--- config.mk ---
export PLATFORM = sky130hd
export DESIGN_NAME = mp_startup_ipi_sequencer
export DESIGN_NICKNAME = d
export VERILOG_FILES = /design/src/hdl/mp_startup_pkg.sv /design/src/hdl/mp_startup_ipi_sequencer.sv
export SDC_FILE = /design/constraint.sdc
export NUM_CORES = 1
export LEC_CHECK = 0
export BUFFER_PORTS_ARGS = -buffer_cell sky130_fd_sc_hd__buf_2
export CORE_ASPECT_RATIO = 2
export CORE_MARGIN = 5
export CORE_UTILIZATION = 25
export CTS_CLUSTER_DIAMETER = 80
export DETAILED_ROUTE_END_ITERATION = 12
export MAX_ROUTING_LAYER = met4
export PLACE_DENSITY_LB_ADDON = 0.25
export SETUP_SLACK_MARGIN = 0.5
export SLEW_MARGIN = 20
export SYNTH_ARGS = -nofsm -noshare
export SYNTH_HDL_FRONTEND = slang
export SYNTH_SLANG_ARGS = --single-unit
export TNS_END_PERCENT = 50
--- constraint.sdc ---
create_clock -name clock_in -period 3.4 [get_ports clock_in]
set_input_delay 0.85 -clock clock_in [delete_from_list [all_inputs] [get_ports clock_in]]
set_output_delay 0.85 -clock clock_in [all_outputs]
set_load 0.01 [all_outputs]
--- src/hdl/mp_startup_pkg.sv ---
/*
  Constants for the multiprocessor start-up sequencer: register addresses,
  field positions, command encodings, reset values and id layouts.
  Assumes a 100 MHz core clock.
*/
package mp_startup_pkg;

  // register byte addresses
  localparam logic [31:0] ID_REG_ADDR       = 32'hFEE00020;
  localparam logic [31:0] SPUR_VEC_ADDR     = 32'hFEE000F0;
  localparam logic [31:0] CMD_LOW_ADDR      = 32'hFEE00300;
  localparam logic [31:0] ERR_VEC_ADDR      = 32'hFEE00370;

  // fields
  localparam int          CTRL_ENABLE_BIT   = 8;
  localparam logic [31:0] CONTROLLER_ENABLE_MASK = 32'h00000100;
  localparam logic [31:0] ID_FIELD_MASK     = 32'hFF000000;
  localparam int          ID_FIELD_LSB      = 24;
  localparam int          PAGE_SHIFT        = 12;

  // command encodings, low byte of startup is the page vector
  localparam logic [31:0] CMD_INIT_BCAST    = 32'h000C4500;
  localparam logic [23:0] CMD_STARTUP_HI    = 24'h000C46;

  // reset values
  localparam logic [31:0] SPUR_VEC_RESET    = 32'h00000000;
  localparam logic [31:0] ERR_VEC_RESET     = 32'h00010000;
  localparam logic [31:0] RESET_FETCH_ADDR  = 32'hFFFFFFF0;
  localparam logic [31:0] ADDR_RESET        = 32'h00000000;

  // id layouts
  localparam int          THREAD_BIT        = 0;
  localparam int          NEW_SOCKET_LSB    = 1;
  localparam int          NEW_CLUSTER_LSB   = 3;
  localparam int          OLD_SOCKET_LSB    = 0;
  localparam int          OLD_CLUSTER_LSB   = 2;

  typedef enum logic [1:0] {ROLE_RESET, ROLE_BOOT, ROLE_WAIT_START, ROLE_HALTED} role_t;

endpackage : mp_startup_pkg

--- src/hdl/mp_startup_ipi_sequencer.sv ---
/*
  Per-processor start-up logic: local controller register window (id,
  spurious vector, command low word, error vector entry), boot/helper role
  and fetch address selection, reaction to init and startup messages.
  Assumes the shared system bus delivers decoded messages as one-cycle
  pulses on this clock, and that software drives the documented sequence.
*/
`timescale 1ns/1ps
`default_nettype none
module mp_startup_ipi_sequencer
  import mp_startup_pkg::*;
#(
  parameter bit NEW_FAMILY   = 1'b1,
  parameter bit MULTI_THREAD = 1'b1
)(
  // clock and reset
  input  wire  logic        clock_in,
  input  wire  logic        rst_b_in,
  // straps and election, from pins
  input  wire  logic [7:0]  id_strap_in,
  input  wire  logic        elected_boot_in,
  input  wire  logic        election_done_in,
  // register access
  input  wire  logic        reg_wr_in,
  input  wire  logic        reg_rd_in,
  input  wire  logic [31:0] reg_addr_in,
  input  wire  logic [31:0] reg_wdata_in,
  output var   logic [31:0] reg_rdata_out,
  // messages from the shared bus
  input  wire  logic        init_msg_in,
  input  wire  logic        startup_msg_in,
  input  wire  logic [7:0]  startup_vec_in,
  input  wire  logic        halt_exec_in,
  // message out to the shared bus
  output var   logic        msg_send_out,
  output var   logic [31:0] msg_cmd_out,
  // core control
  output var   logic        fetch_start_out,
  output var   logic [31:0] fetch_addr_out,
  output var   logic        boot_flag_out,
  output var   logic        ctrl_enabled_out,
  output var   logic        halted_out
);

  // pin inputs through two flops each
  logic [7:0] strap_s1_ff, strap_s2_ff;
  logic       elect_s1_ff, elect_s2_ff, done_s1_ff, done_s2_ff;
  always_ff @(posedge clock_in or negedge rst_b_in)
    if (!rst_b_in)
    begin
      strap_s1_ff <= 8'h00;
      strap_s2_ff <= 8'h00;
      elect_s1_ff <= 1'b0;
      elect_s2_ff <= 1'b0;
      done_s1_ff  <= 1'b0;
      done_s2_ff  <= 1'b0;
    end
    else
    begin
      strap_s1_ff <= id_strap_in;
      strap_s2_ff <= strap_s1_ff;
      elect_s1_ff <= elected_boot_in;
      elect_s2_ff <= elect_s1_ff;
      done_s1_ff  <= election_done_in;
      done_s2_ff  <= done_s1_ff;
    end

  // id latched once after election settles; layout depends on family
  logic [7:0] id_ff;
  logic [7:0] nxt_id;
  always_comb
  begin
    if (NEW_FAMILY)
    begin
      nxt_id = {3'h0, strap_s2_ff[4:0]};
      if (!MULTI_THREAD)
        nxt_id[THREAD_BIT] = 1'b0;
    end
    else
      nxt_id = {4'h0, strap_s2_ff[3:0]};
  end

  role_t role_ff;
  logic  boot_flag_ff;
  always_ff @(posedge clock_in or negedge rst_b_in)
    if (!rst_b_in)
    begin
      role_ff      <= ROLE_RESET;
      boot_flag_ff <= 1'b0;
      id_ff        <= 8'h00;
    end
    else
    begin
      unique case (role_ff)
        ROLE_RESET:
          if (done_s2_ff)
          begin
            id_ff        <= nxt_id;
            boot_flag_ff <= elect_s2_ff;
            role_ff      <= elect_s2_ff ? ROLE_BOOT : ROLE_WAIT_START;
          end
        ROLE_BOOT:
          role_ff <= ROLE_BOOT;
        ROLE_WAIT_START:
          if (startup_msg_in)
            role_ff <= ROLE_BOOT;
        ROLE_HALTED:
          if (init_msg_in)
            role_ff <= ROLE_WAIT_START;
      endcase
      if (role_ff == ROLE_BOOT && !boot_flag_ff && halt_exec_in)
        role_ff <= ROLE_HALTED;
      if (init_msg_in && !boot_flag_ff && role_ff == ROLE_BOOT)
        role_ff <= ROLE_WAIT_START;
    end

  // fetch start pulse and address
  always_ff @(posedge clock_in or negedge rst_b_in)
    if (!rst_b_in)
    begin
      fetch_start_out <= 1'b0;
      fetch_addr_out  <= ADDR_RESET;
    end
    else
    begin
      fetch_start_out <= 1'b0;
      if (role_ff == ROLE_RESET && done_s2_ff && elect_s2_ff)
      begin
        fetch_start_out <= 1'b1;
        fetch_addr_out  <= RESET_FETCH_ADDR;
      end
      else if (role_ff == ROLE_WAIT_START && startup_msg_in)
      begin
        fetch_start_out <= 1'b1;
        fetch_addr_out  <= {12'h000, startup_vec_in, 12'h000};
      end
    end

  // registers
  logic [31:0] spur_vec_ff, cmd_low_ff, err_vec_ff;
  always_ff @(posedge clock_in or negedge rst_b_in)
    if (!rst_b_in)
    begin
      spur_vec_ff  <= SPUR_VEC_RESET;
      cmd_low_ff   <= 32'h00000000;
      err_vec_ff   <= ERR_VEC_RESET;
      msg_send_out <= 1'b0;
      msg_cmd_out  <= 32'h00000000;
    end
    else
    begin
      msg_send_out <= 1'b0;
      if (reg_wr_in)
        unique case (reg_addr_in)
          SPUR_VEC_ADDR: spur_vec_ff <= reg_wdata_in;
          ERR_VEC_ADDR:  err_vec_ff  <= reg_wdata_in;
          CMD_LOW_ADDR:
          begin
            cmd_low_ff <= reg_wdata_in;
            // a disabled controller sends nothing
            if (spur_vec_ff[CTRL_ENABLE_BIT])
            begin
              msg_send_out <= 1'b1;
              msg_cmd_out  <= reg_wdata_in;
            end
          end
          default: ;
        endcase
      if (init_msg_in && !boot_flag_ff)
        spur_vec_ff <= SPUR_VEC_RESET;
    end

  always_ff @(posedge clock_in or negedge rst_b_in)
    if (!rst_b_in)
      reg_rdata_out <= 32'h00000000;
    else if (reg_rd_in)
      unique case (reg_addr_in)
        ID_REG_ADDR:   reg_rdata_out <= {id_ff, 24'h000000} & ID_FIELD_MASK;
        SPUR_VEC_ADDR: reg_rdata_out <= spur_vec_ff;
        CMD_LOW_ADDR:  reg_rdata_out <= cmd_low_ff;
        ERR_VEC_ADDR:  reg_rdata_out <= err_vec_ff;
        default:       reg_rdata_out <= 32'h00000000;
      endcase

  always_ff @(posedge clock_in or negedge rst_b_in)
    if (!rst_b_in)
    begin
      boot_flag_out    <= 1'b0;
      ctrl_enabled_out <= 1'b0;
      halted_out       <= 1'b0;
    end
    else
    begin
      boot_flag_out    <= boot_flag_ff;
      ctrl_enabled_out <= spur_vec_ff[CTRL_ENABLE_BIT];
      halted_out       <= (role_ff == ROLE_HALTED);
    end

  // checks
  enable_track_a: assert property (@(posedge clock_in) disable iff (!rst_b_in)
    ##1 ctrl_enabled_out == $past(spur_vec_ff[CTRL_ENABLE_BIT]))
    else $error("enable output does not follow bit 8");
  boot_fetch_a: assert property (@(posedge clock_in) disable iff (!rst_b_in)
    (role_ff == ROLE_RESET && done_s2_ff && elect_s2_ff) |=>
      fetch_start_out && fetch_addr_out == RESET_FETCH_ADDR)
    else $error("boot fetch address wrong");
  helper_fetch_a: assert property (@(posedge clock_in) disable iff (!rst_b_in)
    (role_ff == ROLE_WAIT_START && startup_msg_in) |=>
      fetch_addr_out == {12'h000, $past(startup_vec_in), 12'h000})
    else $error("helper fetch address wrong");
  helper_start_a: assert property (@(posedge clock_in) disable iff (!rst_b_in)
    (role_ff == ROLE_WAIT_START && startup_msg_in) |=> role_ff == ROLE_BOOT)
    else $error("helper did not start");
  halt_hold_a: assert property (@(posedge clock_in) disable iff (!rst_b_in)
    (role_ff == ROLE_HALTED && !init_msg_in) |=> role_ff == ROLE_HALTED)
    else $error("helper left halt without init");
  id_read_a: assert property (@(posedge clock_in) disable iff (!rst_b_in)
    (reg_rd_in && reg_addr_in == ID_REG_ADDR) |=> reg_rdata_out[23:0] == 24'h000000
      && reg_rdata_out[31:24] == $past(id_ff))
    else $error("id register read wrong");
  id_layout_a: assert property (@(posedge clock_in) disable iff (!rst_b_in)
    NEW_FAMILY ? id_ff[7:5] == 3'h0 : id_ff[7:4] == 4'h0)
    else $error("id wider than family layout");
  thread_bit_a: assert property (@(posedge clock_in) disable iff (!rst_b_in)
    (NEW_FAMILY && !MULTI_THREAD) |-> !id_ff[THREAD_BIT])
    else $error("thread bit set without multithreading");
  helper_flag_a: assert property (@(posedge clock_in) disable iff (!rst_b_in)
    (role_ff == ROLE_WAIT_START) |-> !boot_flag_ff)
    else $error("waiting helper has boot flag");

  boot_c: cover property (@(posedge clock_in) disable iff (!rst_b_in)
    role_ff == ROLE_RESET ##1 role_ff == ROLE_BOOT && boot_flag_ff);
  helper_c: cover property (@(posedge clock_in) disable iff (!rst_b_in)
    role_ff == ROLE_WAIT_START && startup_msg_in);
  halt_c: cover property (@(posedge clock_in) disable iff (!rst_b_in)
    role_ff == ROLE_HALTED && init_msg_in);
  send_c: cover property (@(posedge clock_in) disable iff (!rst_b_in)
    msg_send_out && msg_cmd_out == CMD_INIT_BCAST);

endmodule : mp_startup_ipi_sequencer
`default_nettype wire

==> flow_summary.toml <==
[critical_path]
end_kind = "register"
rr_worst_depth = 5
start_kind = "primary input"
r2r_setup_slack_ps = 1480
critPathArrivalTime_ps = 2960
crit_fanout = 33
reg2reg_from = "role_ff[0]"
required_ps = 3730
crit_type = "in -> reg"
worstReg2RegEnd = "role_ff[0]"

[finish]
nets = 849
drive_gt1_frac = 0.455
final_cell_count_no_fill = 1199
post-route-util = 0.315
nFillCells = 3361
syn_to_final_growth_pct = 25.1
num_antenna_cells = 0

[global_routing]
gr-usage-all-layers = 0.135
antenna_found_initial = 0
grt_pass1_wl_mm = 37.3
grt_max_degree = 86
gr-total-overflow = 0
grt_pass1_vias = 6093

[route]
wl_per_cell_um = 19.7
drc = 0
first_pass_iters = 5
ant_nets = 0
drtIter0Drc = 295
num_vias = 5544
avgViaCountPerCell = 4.62
finalWirelength_mm = 23.6

[timing]
fin_ws_ps = 762
hold_violations = 0
timing.fmax_mhz = 379
finalCriticalPeriod_ps = 2640
rsz0062_at_grt = "false"
maxSlewViolCount = 0
finClkSkew_ps = 13.4
worst_pin_slew_ps = 750
relSlewSlack = 0.500
period_share = 0.776
finalSetupViolations = 0
final.setup.tns_ps = 0

[yosys]
yosys_warnings = 0
synth_area_mm2 = 0.00823
ys_types = 42
synth-edff-count = 0
yosysTopAreaCell = "dfrtp_1"
netlist_instances = 591
seq_area_frac_synth = 0.596
syn_avg_cell_area_um2 = 13.9
ys_top_cells_by_area = "dfrtp_1 59%, mux2_2 9.6%, a22o_1 6.7%"
ys.flop_type = "dfrtp_1"
synth_top_area_share = 0.593
async_flop_share = 1.00
ys_ff_latch = 196

[clocking]
clk_pin_slew_worst_paths_ps = 80
insertion_delay_ps = 450
cts_buffer_depth = 2
cts_root_buffer = "clkbuf_16"
cts_hold_buf = 0
cts_buffers = 17
cts_resized = 0
tritoncts = "built"
htree_levels = 4
cts_setup_buffers = 0
clock-sinks = 196

[pwr]
seq_power_share = 0.457
p_sw_frac = 0.273
p_sw_mw = 1.52
p_per_area_mw_per_mm2 = 543
ir_worst_vdd_v = 0.000336
p_leak_nw = 5.16
p_int_mw = 4.06
combPwrFrac = 0.145
clock_power_share = 0.398

[floorplan]
core_mm2 = 0.0327
chipHeight_um = 267
num_io_pins = 190
fp-row-count = 94
die-area_mm2 = 0.0369
initial_core_util = 0.252
die_w_um = 138

[placed_design]
gp_congestion = 0.817
place_inst = 1167
pre_cts_ws_ps = 306
dp_hpwl_mm = 16.1
numPortBuffers = 182

[job]
cap_violations = 0

[outcome]
outcome = "complete, no violations"

[worst_hold_path]
hp-class = "in -> async"
==> Yosys cell counts, types with 2 or more instances <==
cell type,instances
dfrtp_1,195
a22oi_1,32
nor4_1,3
a41oi_1,5
mux2_4,29
nor4_2,2
and3_1,2
inv_1,9
nand3_1,13
nand2_1,30
o2bb2ai_1,28
a22o_1,63
and4_1,4
nor4b_1,2
buf_2,7
nor3_1,3
mux2_1,3
ha_1,6
buf_6,3
mux2_2,70
clkbuf_1,28
o221ai_1,2
buf_4,23
o31ai_1,4
nor2b_1,7
nor4bb_1,2
==> cells by family (layout without fill, tap and decap cells) <==
| family | count (synthesis) | after routing | share of synthesized area |
|---|---|---|---|
| buffers and inverters | 70 | 243 | 0.0462 |
| and+or+nand+nor | 76 | 76 | 0.0525 |
| DFF | 196 | 196 | 0.596 |
| other | 1 | 4 | 0.000456 |
| muxes | 103 | 103 | 0.154 |
| adders and majority gates | 6 | 6 | 0.00912 |
| AOI/OAI and AO/OA | 139 | 139 | 0.142 |
==> placed cells by master (no fill, tap or decap), types with 7 or more instances in the layout <==
cell type  Yosys  routed
a22o_1        63      63
a22oi_1       32      32
buf_2          7     181
buf_4         23      14
clkbuf_16      0      17
dfrtp_1      195     195
inv_1          9       8
mux2_2        70      70
mux2_4        29      29
nand2_1       30      30
nand3_1       13      12
nor2b_1        7       7
o2bb2ai_1     28      28
==> through the flow <==
step,area (um^2),hold WS [ps],total power [mW]
finish,10300,342,5.59
global route,10300,340,5.88
CTS,10300,329,5.71
detailed placement,9640,337,3.44
global placement,9640,334,3.43
floorplan,8260,331,3.15
==> layer usage <==
layer | vias up | wire [um] | GRT usage
met1 | 2882 | 9220 | 0.145
met2 | 153 | 13100 | 0.246
met4 | 0 | 308 | 0.0398
met5 | - | 0 | -
li1 | 2493 | - | -
met3 | 16 | 958 | 0.0319
==> layout make-up <==
type / instances / area, um^2 / share of cell area
Sequential cell: 196 / 4910 / 0.477
Multi-Input combinational cell: 328 / 3020 / 0.293
Inverter: 9 / 33.8 / 0.00328
Clock inverter: 13 / 198 / 0.0192
Timing Repair Buffer: 202 / 1140 / 0.111
Clock buffer: 19 / 453 / 0.0440
Tap cell: 432 / 541 / 0.0525
==> critical path, stage by stage <==
cell and delay [ps]:
buf_2 110, or4_4 550, or3_4 440, or4_4 440, buf_12 220, mux2_4 320
==> registers in the layout (all words and copies together), names as in the netlist, 2 cells and up <==
signal and cells:
err_vec_ff 32, role_ff 2, msg_cmd_out 32, id_ff 5, strap_s2_ff 5, spur_vec_ff 32, reg_rdata_out 32, strap_s1_ff 5
cmd_low_ff 32, fetch_addr_out 9
==> how the worst max path moves through the flow <==
| stage | slack, ps | startpoint | to |
|---|---|---|---|
| global route | 760 | reg_addr_in[11] | msg_cmd_out[18] |
| detailed placement | 310 | reg_addr_in[11] | msg_cmd_out[20] |
| finish | 760 | reg_addr_in[11] | msg_cmd_out[23] |
| global placement | 320 | reg_addr_in[11] | msg_cmd_out[25] |
| floorplan | 510 | reg_addr_in[11] | msg_cmd_out[10] |
| CTS | 790 | reg_addr_in[11] | msg_cmd_out[23] |
==> power groups by stage <==
stage	clock network, mW	registers, mW	logic [mW]
finish	2.22	2.55	0.809
global route	2.40	2.58	0.905
CTS	2.31	2.56	0.834
detailed placement	0	2.60	0.832
global placement	0	2.60	0.822
floorplan	0	2.62	0.531
Note: power is estimated with default switching activity, not from simulation.
